<file path="config.mk">
export PLATFORM = sky130hd
export DESIGN_NAME = arr_core
export DESIGN_NICKNAME = d
export VERILOG_FILES = /design/src/include/arr_pkg.sv /design/src/verilog/arr_core.sv /design/src/verilog/arr_round_unit.sv
export SDC_FILE = /design/constraint.sdc
export NUM_CORES = 1
export LEC_CHECK = 0
export BUFFER_PORTS_ARGS = -buffer_cell sky130_fd_sc_hd__clkbuf_2
export CAP_MARGIN = 10
export CORE_MARGIN = 8
export CORE_UTILIZATION = 26
export DETAILED_ROUTE_END_ITERATION = 10
export GPL_TIMING_DRIVEN = 0
export HOLD_SLACK_MARGIN = 0.1
export PLACE_DENSITY_LB_ADDON = 0.15
export SLEW_MARGIN = 10
export SYNTH_ARGS = -nofsm -noshare
export SYNTH_HDL_FRONTEND = slang
export SYNTH_SLANG_ARGS = --single-unit
</file>
<file path="constraint.sdc">
create_clock -name CLK -period 7.8 [get_ports CLK]
set_input_delay 0.39 -clock CLK [delete_from_list [all_inputs] [get_ports CLK]]
set_output_delay 0.39 -clock CLK [all_outputs]
set_load 0.01 [all_outputs]
</file>
<file path="src/include/arr_pkg.sv">
// package: constants and state type for the accumulator round/rotate slice
package arr_pkg;
    localparam int ACC_W = 56;
    localparam int UPPER_MSB = 47;
    localparam int UPPER_LSB = 24;
    localparam logic [1:0] SCALE_NONE = 2'h0;
    localparam logic [1:0] SCALE_DOWN = 2'h1;
    localparam logic [1:0] SCALE_UP = 2'h2;
    localparam logic [5:0] POS24_NONE = 6'h17;
    localparam logic [5:0] POS24_DOWN = 6'h18;
    localparam logic [5:0] POS24_UP = 6'h16;
    localparam logic [5:0] POS16_NONE = 6'h1f;
    localparam logic [5:0] POS16_DOWN = 6'h20;
    localparam logic [5:0] POS16_UP = 6'h1e;
    localparam logic [55:0] ACC_RESET = 56'h0;
    localparam logic [2:0] OP_IDLE = 3'h0;
    localparam logic [2:0] OP_RND = 3'h1;
    localparam logic [2:0] OP_ROL = 3'h2;
    localparam logic [2:0] OP_ROR = 3'h4;

    typedef struct packed {
        logic [55:0] acc_a;
        logic [55:0] acc_b;
        logic flag_n;
        logic flag_z;
        logic flag_v;
        logic flag_c;
        logic done;
    } arr_state_s;
endpackage

</file>
<file path="src/verilog/arr_core.sv">
// accumulator round and rotate-through-carry datapath slice
// Functional notes
// RULE_01: round reads whole 56-bit A or B and writes back same accumulator
// RULE_02: rounding-kind bit picks convergent or two's complement rounding
// RULE_03: kept/discarded split follows the two scaling bits
// RULE_04: 24-bit mode positions: 23 none, 24 down, 22 up
// RULE_05: sixteen-bit mode positions: 31 none, 32 down, 30 up
// RULE_06: rounding constant is a single one at the rounding position
// RULE_07: convergent: zero low bits after add clears bit above position
// RULE_08: final step clears all bits at and below rounding position
// RULE_09: rotate left bits 47-24 through carry, others kept
// RULE_10: rotate right bits 47-24 through carry, others kept
// RULE_11: rotates set N from bit 47, Z from 47-24 zero, clear V
// RULE_12: one select bit picks A or B; scaling 11 means no scaling
module arr_core (
    input wire logic CLK,
    input wire logic SRST,
    input wire logic ROUND_ACCUMULATOR_OP,
    input wire logic ROTATE_LEFT_OP,
    input wire logic ROTATE_RIGHT_OP,
    input wire logic DEST_SEL_B,
    input wire logic SCALE_SEL_LOW,
    input wire logic SCALE_SEL_HIGH,
    input wire logic ROUNDING_KIND_SELECT,
    input wire logic SIXTEEN_BIT_MODE,
    input wire logic ACC_LOAD_A,
    input wire logic ACC_LOAD_B,
    input wire logic [55:0] ACC_LOAD_DATA,
    input wire logic CARRY_LOAD,
    input wire logic CARRY_LOAD_VALUE,
    output logic [55:0] ACC_A,
    output logic [55:0] ACC_B,
    output logic FLAG_N,
    output logic FLAG_Z,
    output logic FLAG_V,
    output logic FLAG_C,
    output logic OP_DONE
);
    arr_pkg::arr_state_s st_q;
    arr_pkg::arr_state_s st_d;
    logic [55:0] src;
    logic [55:0] rounded;
    logic [5:0] round_pos;
    logic [23:0] rot_word;
    logic [2:0] op_sel;

    // rounding-kind bit high selects two's complement, low convergent
    arr_round_unit u_round (
        .value(src),
        .scale_sel({SCALE_SEL_HIGH, SCALE_SEL_LOW}), // RULE_03
        .sixteen_bit(SIXTEEN_BIT_MODE), // RULE_05
        .convergent(~ROUNDING_KIND_SELECT), // RULE_02
        .rounded(rounded),
        .round_pos(round_pos)
    );

    assign src = DEST_SEL_B ? st_q.acc_b : st_q.acc_a; // RULE_12
    // one op at a time; round wins over rotates if decode glitches
    assign op_sel = ROUND_ACCUMULATOR_OP ? arr_pkg::OP_RND :
                    ROTATE_LEFT_OP ? arr_pkg::OP_ROL :
                    ROTATE_RIGHT_OP ? arr_pkg::OP_ROR : arr_pkg::OP_IDLE;

    always_comb begin
        st_d = st_q;
        st_d.done = 1'b0;
        rot_word = src[47:24];
        if (ACC_LOAD_A) begin
            st_d.acc_a = ACC_LOAD_DATA;
        end
        if (ACC_LOAD_B) begin
            st_d.acc_b = ACC_LOAD_DATA;
        end
        if (CARRY_LOAD) begin
            st_d.flag_c = CARRY_LOAD_VALUE;
        end
        unique case (op_sel)
            arr_pkg::OP_RND: begin
                if (DEST_SEL_B) begin
                    st_d.acc_b = rounded; // RULE_01
                end else begin
                    st_d.acc_a = rounded; // RULE_01
                end
                st_d.done = 1'b1;
            end
            arr_pkg::OP_ROL: begin
                rot_word = {src[46:24], st_q.flag_c}; // RULE_09
                st_d.flag_c = src[47]; // RULE_09
            end
            arr_pkg::OP_ROR: begin
                rot_word = {st_q.flag_c, src[47:25]}; // RULE_10
                st_d.flag_c = src[24]; // RULE_10
            end
            default: begin
            end
        endcase
        if (op_sel == arr_pkg::OP_ROL || op_sel == arr_pkg::OP_ROR) begin
            // only the upper word changes, extension and low word kept
            if (DEST_SEL_B) begin
                st_d.acc_b = {src[55:48], rot_word, src[23:0]};
            end else begin
                st_d.acc_a = {src[55:48], rot_word, src[23:0]};
            end
            st_d.flag_n = rot_word[23]; // RULE_11
            st_d.flag_z = (rot_word == 24'h0); // RULE_11
            st_d.flag_v = 1'b0; // RULE_11
            st_d.done = 1'b1;
        end
    end

    always_ff @(posedge CLK) begin
        if (SRST) begin
            st_q <= '{acc_a: arr_pkg::ACC_RESET, acc_b: arr_pkg::ACC_RESET, default: 1'b0};
        end else begin
            st_q <= st_d;
        end
    end

    assign ACC_A = st_q.acc_a;
    assign ACC_B = st_q.acc_b;
    assign FLAG_N = st_q.flag_n;
    assign FLAG_Z = st_q.flag_z;
    assign FLAG_V = st_q.flag_v;
    assign FLAG_C = st_q.flag_c;
    assign OP_DONE = st_q.done;

    round_low_clear_a: assert property (@(posedge CLK) disable iff (SRST) // RULE_08
        ROUND_ACCUMULATOR_OP && !DEST_SEL_B |=> ((ACC_A & ((56'h2 << $past(round_pos)) - 56'h1)) == 56'h0))
        else $error("round left low bits set");
    round_dest_b_a: assert property (@(posedge CLK) disable iff (SRST) // RULE_01
        ROUND_ACCUMULATOR_OP && DEST_SEL_B && !ACC_LOAD_B |=> ACC_B == $past(rounded))
        else $error("round did not write B");
    pos_24_none_a: assert property (@(posedge CLK) disable iff (SRST) // RULE_04
        !SIXTEEN_BIT_MODE && !SCALE_SEL_LOW |-> round_pos == (SCALE_SEL_HIGH ? 6'h16 : 6'h17))
        else $error("wrong 24-bit position");
    pos_16_down_a: assert property (@(posedge CLK) disable iff (SRST) // RULE_05
        SIXTEEN_BIT_MODE && SCALE_SEL_LOW && !SCALE_SEL_HIGH |-> round_pos == 6'h20)
        else $error("wrong 16-bit position");
    scale_11_a: assert property (@(posedge CLK) disable iff (SRST) // RULE_12
        SCALE_SEL_LOW && SCALE_SEL_HIGH |-> round_pos == (SIXTEEN_BIT_MODE ? 6'h1f : 6'h17))
        else $error("scale 11 not treated as none");
    twos_round_a: assert property (@(posedge CLK) disable iff (SRST) // RULE_06
        ROUND_ACCUMULATOR_OP && ROUNDING_KIND_SELECT |->
        rounded == ((src + (56'h1 << round_pos)) & ~((56'h2 << round_pos) - 56'h1)))
        else $error("two's complement round mismatch");
    conv_even_a: assert property (@(posedge CLK) disable iff (SRST) // RULE_07
        ROUND_ACCUMULATOR_OP && !ROUNDING_KIND_SELECT &&
        ((src & ((56'h2 << round_pos) - 56'h1)) == (56'h1 << round_pos)) |-> !rounded[round_pos + 6'h1])
        else $error("convergent tie not even");
    // rotate checks compare against the source word one edge back
    rol_carry_a: assert property (@(posedge CLK) disable iff (SRST) // RULE_09
        ROTATE_LEFT_OP && !ROUND_ACCUMULATOR_OP && !CARRY_LOAD && !DEST_SEL_B && !ACC_LOAD_A
        |=> FLAG_C == $past(src[47]) && ACC_A[24] == $past(FLAG_C) && ACC_A[23:0] == $past(src[23:0]))
        else $error("rotate left wrong");
    rol_carry_b_a: assert property (@(posedge CLK) disable iff (SRST) // RULE_09
        ROTATE_LEFT_OP && !ROUND_ACCUMULATOR_OP && DEST_SEL_B
        |=> FLAG_C == $past(src[47]) && ACC_B[24] == $past(FLAG_C) && ACC_B[47:25] == $past(src[46:24]))
        else $error("rotate left of B wrong");
    rol_keep_a: assert property (@(posedge CLK) disable iff (SRST) // RULE_09
        ROTATE_LEFT_OP && !ROUND_ACCUMULATOR_OP && !DEST_SEL_B
        |=> ACC_A[47:25] == $past(src[46:24]) && ACC_A[55:48] == $past(src[55:48]))
        else $error("rotate left moved wrong bits");
    ror_carry_a: assert property (@(posedge CLK) disable iff (SRST) // RULE_10
        ROTATE_RIGHT_OP && !ROTATE_LEFT_OP && !ROUND_ACCUMULATOR_OP && !CARRY_LOAD && DEST_SEL_B && !ACC_LOAD_B
        |=> FLAG_C == $past(src[24]) && ACC_B[47] == $past(FLAG_C) && ACC_B[55:48] == $past(src[55:48]))
        else $error("rotate right wrong");
    ror_carry_on_a_a: assert property (@(posedge CLK) disable iff (SRST) // RULE_10
        ROTATE_RIGHT_OP && !ROTATE_LEFT_OP && !ROUND_ACCUMULATOR_OP && !DEST_SEL_B
        |=> FLAG_C == $past(src[24]) && ACC_A[47] == $past(FLAG_C) && ACC_A[46:24] == $past(src[47:25]))
        else $error("rotate right of A wrong");
    ror_keep_a: assert property (@(posedge CLK) disable iff (SRST) // RULE_10
        ROTATE_RIGHT_OP && !ROTATE_LEFT_OP && !ROUND_ACCUMULATOR_OP && DEST_SEL_B
        |=> ACC_B[46:24] == $past(src[47:25]) && ACC_B[23:0] == $past(src[23:0]))
        else $error("rotate right moved wrong bits");
    rot_flags_a: assert property (@(posedge CLK) disable iff (SRST) // RULE_11
        (ROTATE_LEFT_OP || ROTATE_RIGHT_OP) && !ROUND_ACCUMULATOR_OP
        |=> !FLAG_V && FLAG_N == ($past(DEST_SEL_B) ? ACC_B[47] : ACC_A[47]))
        else $error("rotate flags wrong");
    rot_zero_a: assert property (@(posedge CLK) disable iff (SRST) // RULE_11
        (ROTATE_LEFT_OP || ROTATE_RIGHT_OP) && !ROUND_ACCUMULATOR_OP
        |=> FLAG_Z == (($past(DEST_SEL_B) ? ACC_B[47:24] : ACC_A[47:24]) == 24'h0))
        else $error("rotate zero flag wrong");
    rot_other_a: assert property (@(posedge CLK) disable iff (SRST) // RULE_12
        (ROTATE_LEFT_OP || ROTATE_RIGHT_OP) && !ROUND_ACCUMULATOR_OP && !(DEST_SEL_B ? ACC_LOAD_A : ACC_LOAD_B)
        |=> ($past(DEST_SEL_B) ? ACC_A == $past(ACC_A) : ACC_B == $past(ACC_B)))
        else $error("rotate touched the other accumulator");
    round_dest_a_a: assert property (@(posedge CLK) disable iff (SRST) // RULE_01
        ROUND_ACCUMULATOR_OP && !DEST_SEL_B |=> ACC_A == $past(rounded))
        else $error("round did not write A");
    round_other_a: assert property (@(posedge CLK) disable iff (SRST) // RULE_12
        ROUND_ACCUMULATOR_OP && !(DEST_SEL_B ? ACC_LOAD_A : ACC_LOAD_B)
        |=> ($past(DEST_SEL_B) ? ACC_A == $past(ACC_A) : ACC_B == $past(ACC_B)))
        else $error("round touched the other accumulator");
    round_flags_keep_a: assert property (@(posedge CLK) disable iff (SRST) // RULE_11
        ROUND_ACCUMULATOR_OP
        |=> $stable(FLAG_N) && $stable(FLAG_Z) && $stable(FLAG_V))
        else $error("round touched N Z V");
    pos_24_down_a: assert property (@(posedge CLK) disable iff (SRST) // RULE_04
        !SIXTEEN_BIT_MODE && SCALE_SEL_LOW && !SCALE_SEL_HIGH |-> round_pos == 6'h18)
        else $error("wrong 24-bit down position");
    pos_16_none_a: assert property (@(posedge CLK) disable iff (SRST) // RULE_05
        SIXTEEN_BIT_MODE && !SCALE_SEL_LOW |-> round_pos == (SCALE_SEL_HIGH ? 6'h1e : 6'h1f))
        else $error("wrong 16-bit position");
    conv_plain_a: assert property (@(posedge CLK) disable iff (SRST) // RULE_07
        ROUND_ACCUMULATOR_OP && !ROUNDING_KIND_SELECT &&
        ((src & ((56'h2 << round_pos) - 56'h1)) != (56'h1 << round_pos))
        |-> rounded == ((src + (56'h1 << round_pos)) & ~((56'h2 << round_pos) - 56'h1)))
        else $error("convergent round off a tie differs from plain round");
    round_tie_twos_a: assert property (@(posedge CLK) disable iff (SRST) // RULE_06
        ROUND_ACCUMULATOR_OP && ROUNDING_KIND_SELECT &&
        ((src & ((56'h2 << round_pos) - 56'h1)) == (56'h1 << round_pos))
        |-> rounded[round_pos + 6'h1] != src[round_pos + 6'h1])
        else $error("two's complement tie not rounded up");
    round_done_a: assert property (@(posedge CLK) disable iff (SRST) // RULE_01
        ROUND_ACCUMULATOR_OP |=> OP_DONE)
        else $error("round gave no done pulse");
    // no strobe, no pulse: a stale done would be read as a second op
    op_idle_done_a: assert property (@(posedge CLK) disable iff (SRST)
        !ROUND_ACCUMULATOR_OP && !ROTATE_LEFT_OP && !ROTATE_RIGHT_OP |=> !OP_DONE)
        else $error("done pulse without an op");
    // reset is synchronous, so the state is clean one edge after it is seen
    reset_clear_a: assert property (@(posedge CLK)
        SRST |=> ACC_A == arr_pkg::ACC_RESET && ACC_B == arr_pkg::ACC_RESET && !OP_DONE
        && !FLAG_N && !FLAG_Z && !FLAG_V && !FLAG_C)
        else $error("reset left state behind");

    // main scenarios the bench must reach
    round_seen_c: cover property (@(posedge CLK) ROUND_ACCUMULATOR_OP && !ROUNDING_KIND_SELECT);
    rol_seen_c: cover property (@(posedge CLK) ROTATE_LEFT_OP && FLAG_C);
    ror_zero_c: cover property (@(posedge CLK) ROTATE_RIGHT_OP ##1 FLAG_Z);
    round16_up_c: cover property (@(posedge CLK) ROUND_ACCUMULATOR_OP && SIXTEEN_BIT_MODE && SCALE_SEL_HIGH);
    back_to_back_c: cover property (@(posedge CLK) ROTATE_LEFT_OP ##1 ROTATE_RIGHT_OP);
endmodule

</file>
<file path="src/verilog/arr_round_unit.sv">
// combinational rounding of one 56-bit accumulator value
module arr_round_unit (
    input wire logic [55:0] value,
    input wire logic [1:0] scale_sel,
    input wire logic sixteen_bit,
    input wire logic convergent,
    output logic [55:0] rounded,
    output logic [5:0] round_pos
);
    logic [55:0] cst;
    logic [55:0] low_mask;
    logic [55:0] sum;
    always_comb begin
        // 11 falls through as no scaling
        unique case (scale_sel) // RULE_03 RULE_04 RULE_05
            arr_pkg::SCALE_DOWN: round_pos = sixteen_bit ? arr_pkg::POS16_DOWN : arr_pkg::POS24_DOWN;
            arr_pkg::SCALE_UP: round_pos = sixteen_bit ? arr_pkg::POS16_UP : arr_pkg::POS24_UP;
            default: round_pos = sixteen_bit ? arr_pkg::POS16_NONE : arr_pkg::POS24_NONE; // RULE_12
        endcase
        cst = 56'h1 << round_pos; // RULE_06
        low_mask = (cst << 1) - 56'h1;
        sum = value + cst;
        rounded = sum;
        if (convergent && ((sum & low_mask) == 56'h0)) begin // RULE_07
            rounded = sum & ~(cst << 1);
        end
        rounded = rounded & ~low_mask; // RULE_08
    end
endmodule
</file>
==> impl_metrics.yaml <==
routing:
  avgViaCountPerCell: 6.19
  antenna_left: 0
  drtIter0Drc: 2031
  vias: 15700
  drt-pass1-iter-count: 6
  drc: 0
  drt_wl_total_um: 78000
  wl_per_cell_um: 30.9
clock_tree:
  cts_max_level: 4
  cts_root_buffer: "clkbuf_16"
  post_cts_buffers: 0
  clock_sinks: 116
  numCtsBuffers: 17
  clockBufferDepth: 2
  hold_buffers: 0
  clk-insertion-delay-late_ps: 450
  path_clk_slew_ps: 60
  cts_tree: "yes"
run:
  max-cap-violations: 0
cells_and_area:
  fill_cells: 5281
  n_antenna_cell: 0
  drive_above_1_share: 0.180
  finish.instance_area_sq_mm: 0.0149
  stdcell_count: 2529
  final_net_count: 2026
  areaGrowthSynthToFinish_pct: 20.1
  fin_util: 0.314
pwr:
  leakage_nw: 6.04
  ir_drop_v: 0.000163
  power.density_mw_per_mm2: 180
  total_power_mw: 2.68
floorplan:
  die_h_um: 234
  rows: 80
  chipWidth_um: 234
  ioPinCount: 187
  core_sq_mm: 0.0473
  initial_utilization: 0.261
  dieArea_sq_mm: 0.0548
synth:
  synthTopCellsByCount: "182 x nor2_1, 132 x nand2_1, 126 x a21oi_1"
  seq_area_frac_synth: 0.188
  ys_ff_latch: 116
  syn-instance-count: 1670
  synth_area_sq_mm: 0.0124
  syn_avg_cell_area_sq_um: 7.41
  synth.most_common_cell: "nor2_1"
  synth_ff_type: "dfxtp_1"
  yosys.area.top_type_share: 0.188
  synth_warnings: 0
  yosys.area.top_type: "dfxtp_1"
  async_reset_ff_frac: 0
  synth.distinct_cells: 107
  synth-edff-count: 0
  synth_area_leaders: "dfxtp_1 19%, mux2_2 6.0%, nor2_1 5.5%, ha_1 5.5%, a21oi_1 5.1%"
timing:
  tightest_slew_ps: 1370
  fmax_mhz: 130
  hold_ws_ps: 209
  drv_slew: 0
  hold_viol: 0
  setup_slack_ps: 101
  finalSetupViolCount: 0
  fin_skew_ps: 10.9
  relSlewSlack: 0.0879
  period_share: 0.987
  fin_tns_setup_ps: 0
  rsz0062_at_grt: "false"
  min_period_ps: 7700
place:
  dp_slack_ps: -1730
  gp_congestion: 0.978
  dp_cells: 2498
  io_buffers: 181
  place_hpwl_um: 62700
  post_dp_cell_area_sq_mm: 0.0142
worst_setup_path:
  crit_path_end_kind: "flip-flop"
  crit_type: "in -> reg"
  cp.arrival_ps: 7980
  critPathLaunchType: "input port"
  worstPathRequired_ps: 8080
  worst-path-max-fanout: 19
global_route:
  grt_pass1_wl_um: 108000
  grt_use_total: 0.274
  grt_antenna_before_repair: 1
  overflow: 0
  grt_pass1_vias: 14700
  grt_max_degree: 20
run_status:
  status: "finished clean"
min_path:
  hold_path_class: "in -> reg"
## worst paths after layout
kind,start,to,slack (ps),cells after the start
worst max-delay path,DEST_SEL_B,ACC_B[39],100,22
worst min-delay path,ACC_LOAD_DATA[0],ACC_A[0],210,3
worst max register to register,ACC_B[26],ACC_B[39],2030,16
worst min register to register,ACC_A[4],ACC_A[4],510,2
## layer usage
metal | global-route usage | wire [um] | vias to the layer above
met3 | 0.0397 | 6430 | 140
met5 | 0 | 0 | -
met4 | 0.100 | 2660 | 0
li1 | - | - | 6823
met1 | 0.371 | 34100 | 7783
met2 | 0.435 | 34900 | 914
## power breakdown
part / leakage, nW / internal, mW / switching [mW]
clock network: 0.304 / 0.559 / 0.336
logic: 4.78 / 0.337 / 0.746
registers: 0.956 / 0.642 / 0.0580
total: 6.04 / 1.54 / 1.14
## cell families (layout without fill, tap and decap cells)
family / Yosys count / in the layout / synth area share
AO/OA/AOI/OAI: 586 / 586 / 0.329
XOR/XNOR: 63 / 63 / 0.0446
adder cells (fa/ha/maj): 56 / 56 / 0.0570
buffers and inverters: 165 / 379 / 0.0530
flip-flops: 116 / 116 / 0.188
multiplexers: 119 / 119 / 0.104
other: 2 / 32 / 0.000607
AND/OR/NAND/NOR: 563 / 563 / 0.224
## layout make-up
| type | count | area [sq um] | area share |
|---|---|---|---|
| clock inverter | 12 | 178 | 0.0120 |
| sequential | 116 | 2320 | 0.156 |
| tap | 615 | 769 | 0.0518 |
| multi-input combinational | 1419 | 9540 | 0.642 |
| timing repair buffer | 183 | 928 | 0.0625 |
| buffer | 115 | 473 | 0.0318 |
| inverter | 49 | 184 | 0.0124 |
| clock buffer | 20 | 467 | 0.0314 |
## layout by cell type (no fill, tap or decap), types with 25 or more instances in the layout
| cell type | synthesis | routed |
|---|---|---|
| a21oi_1 | 126 | 126 |
| mux2_2 | 66 | 66 |
| nor2_1 | 182 | 181 |
| mux2i_1 | 50 | 50 |
| nand2_1 | 132 | 132 |
| o21ai_0 | 112 | 112 |
| nand3_1 | 50 | 50 |
| a31oi_1 | 25 | 25 |
| xnor2_1 | 44 | 44 |
| nor3_1 | 36 | 35 |
| nand4_1 | 25 | 25 |
| conb_1 | 2 | 32 |
| a22oi_1 | 49 | 49 |
| inv_1 | 48 | 48 |
| clkbuf_2 | 0 | 184 |
| dfxtp_1 | 116 | 116 |
| ha_1 | 54 | 54 |
| clkbuf_1 | 89 | 87 |
| a222oi_1 | 37 | 37 |
## flip-flops by register name, summed over array words and instances (netlist names)
| signal | count |
|---|---|
| FLAG_Z | 1 |
| FLAG_N | 1 |
| ACC_B | 56 |
| ACC_A | 56 |
| OP_DONE | 1 |
| FLAG_C | 1 |
## worst max-delay path, cell delays in order
cell and delay, ps:
buf_4 190, buf_2 540, clkbuf_2 520, clkbuf_1 460, clkbuf_2 480, buf_2 430
mux2i_1 370, inv_1 90, ha_1 290, and3_1 210, o211ai_1 250, o211ai_1 310
a221o_1 490, a211oi_2 500, o21ai_0 220, xnor2_1 620, nand4b_1 260, o41ai_4 530
o2111ai_2 190, buf_4 240, a311oi_1 270, nor3_1 90
## timing repair
item                                    4_1_cts  5_1_grt
pin swaps                                     0        0
gates resized for setup                       5        3
endpoints found under the setup margin       30       26
Note: power is estimated with default switching activity, not from simulation.
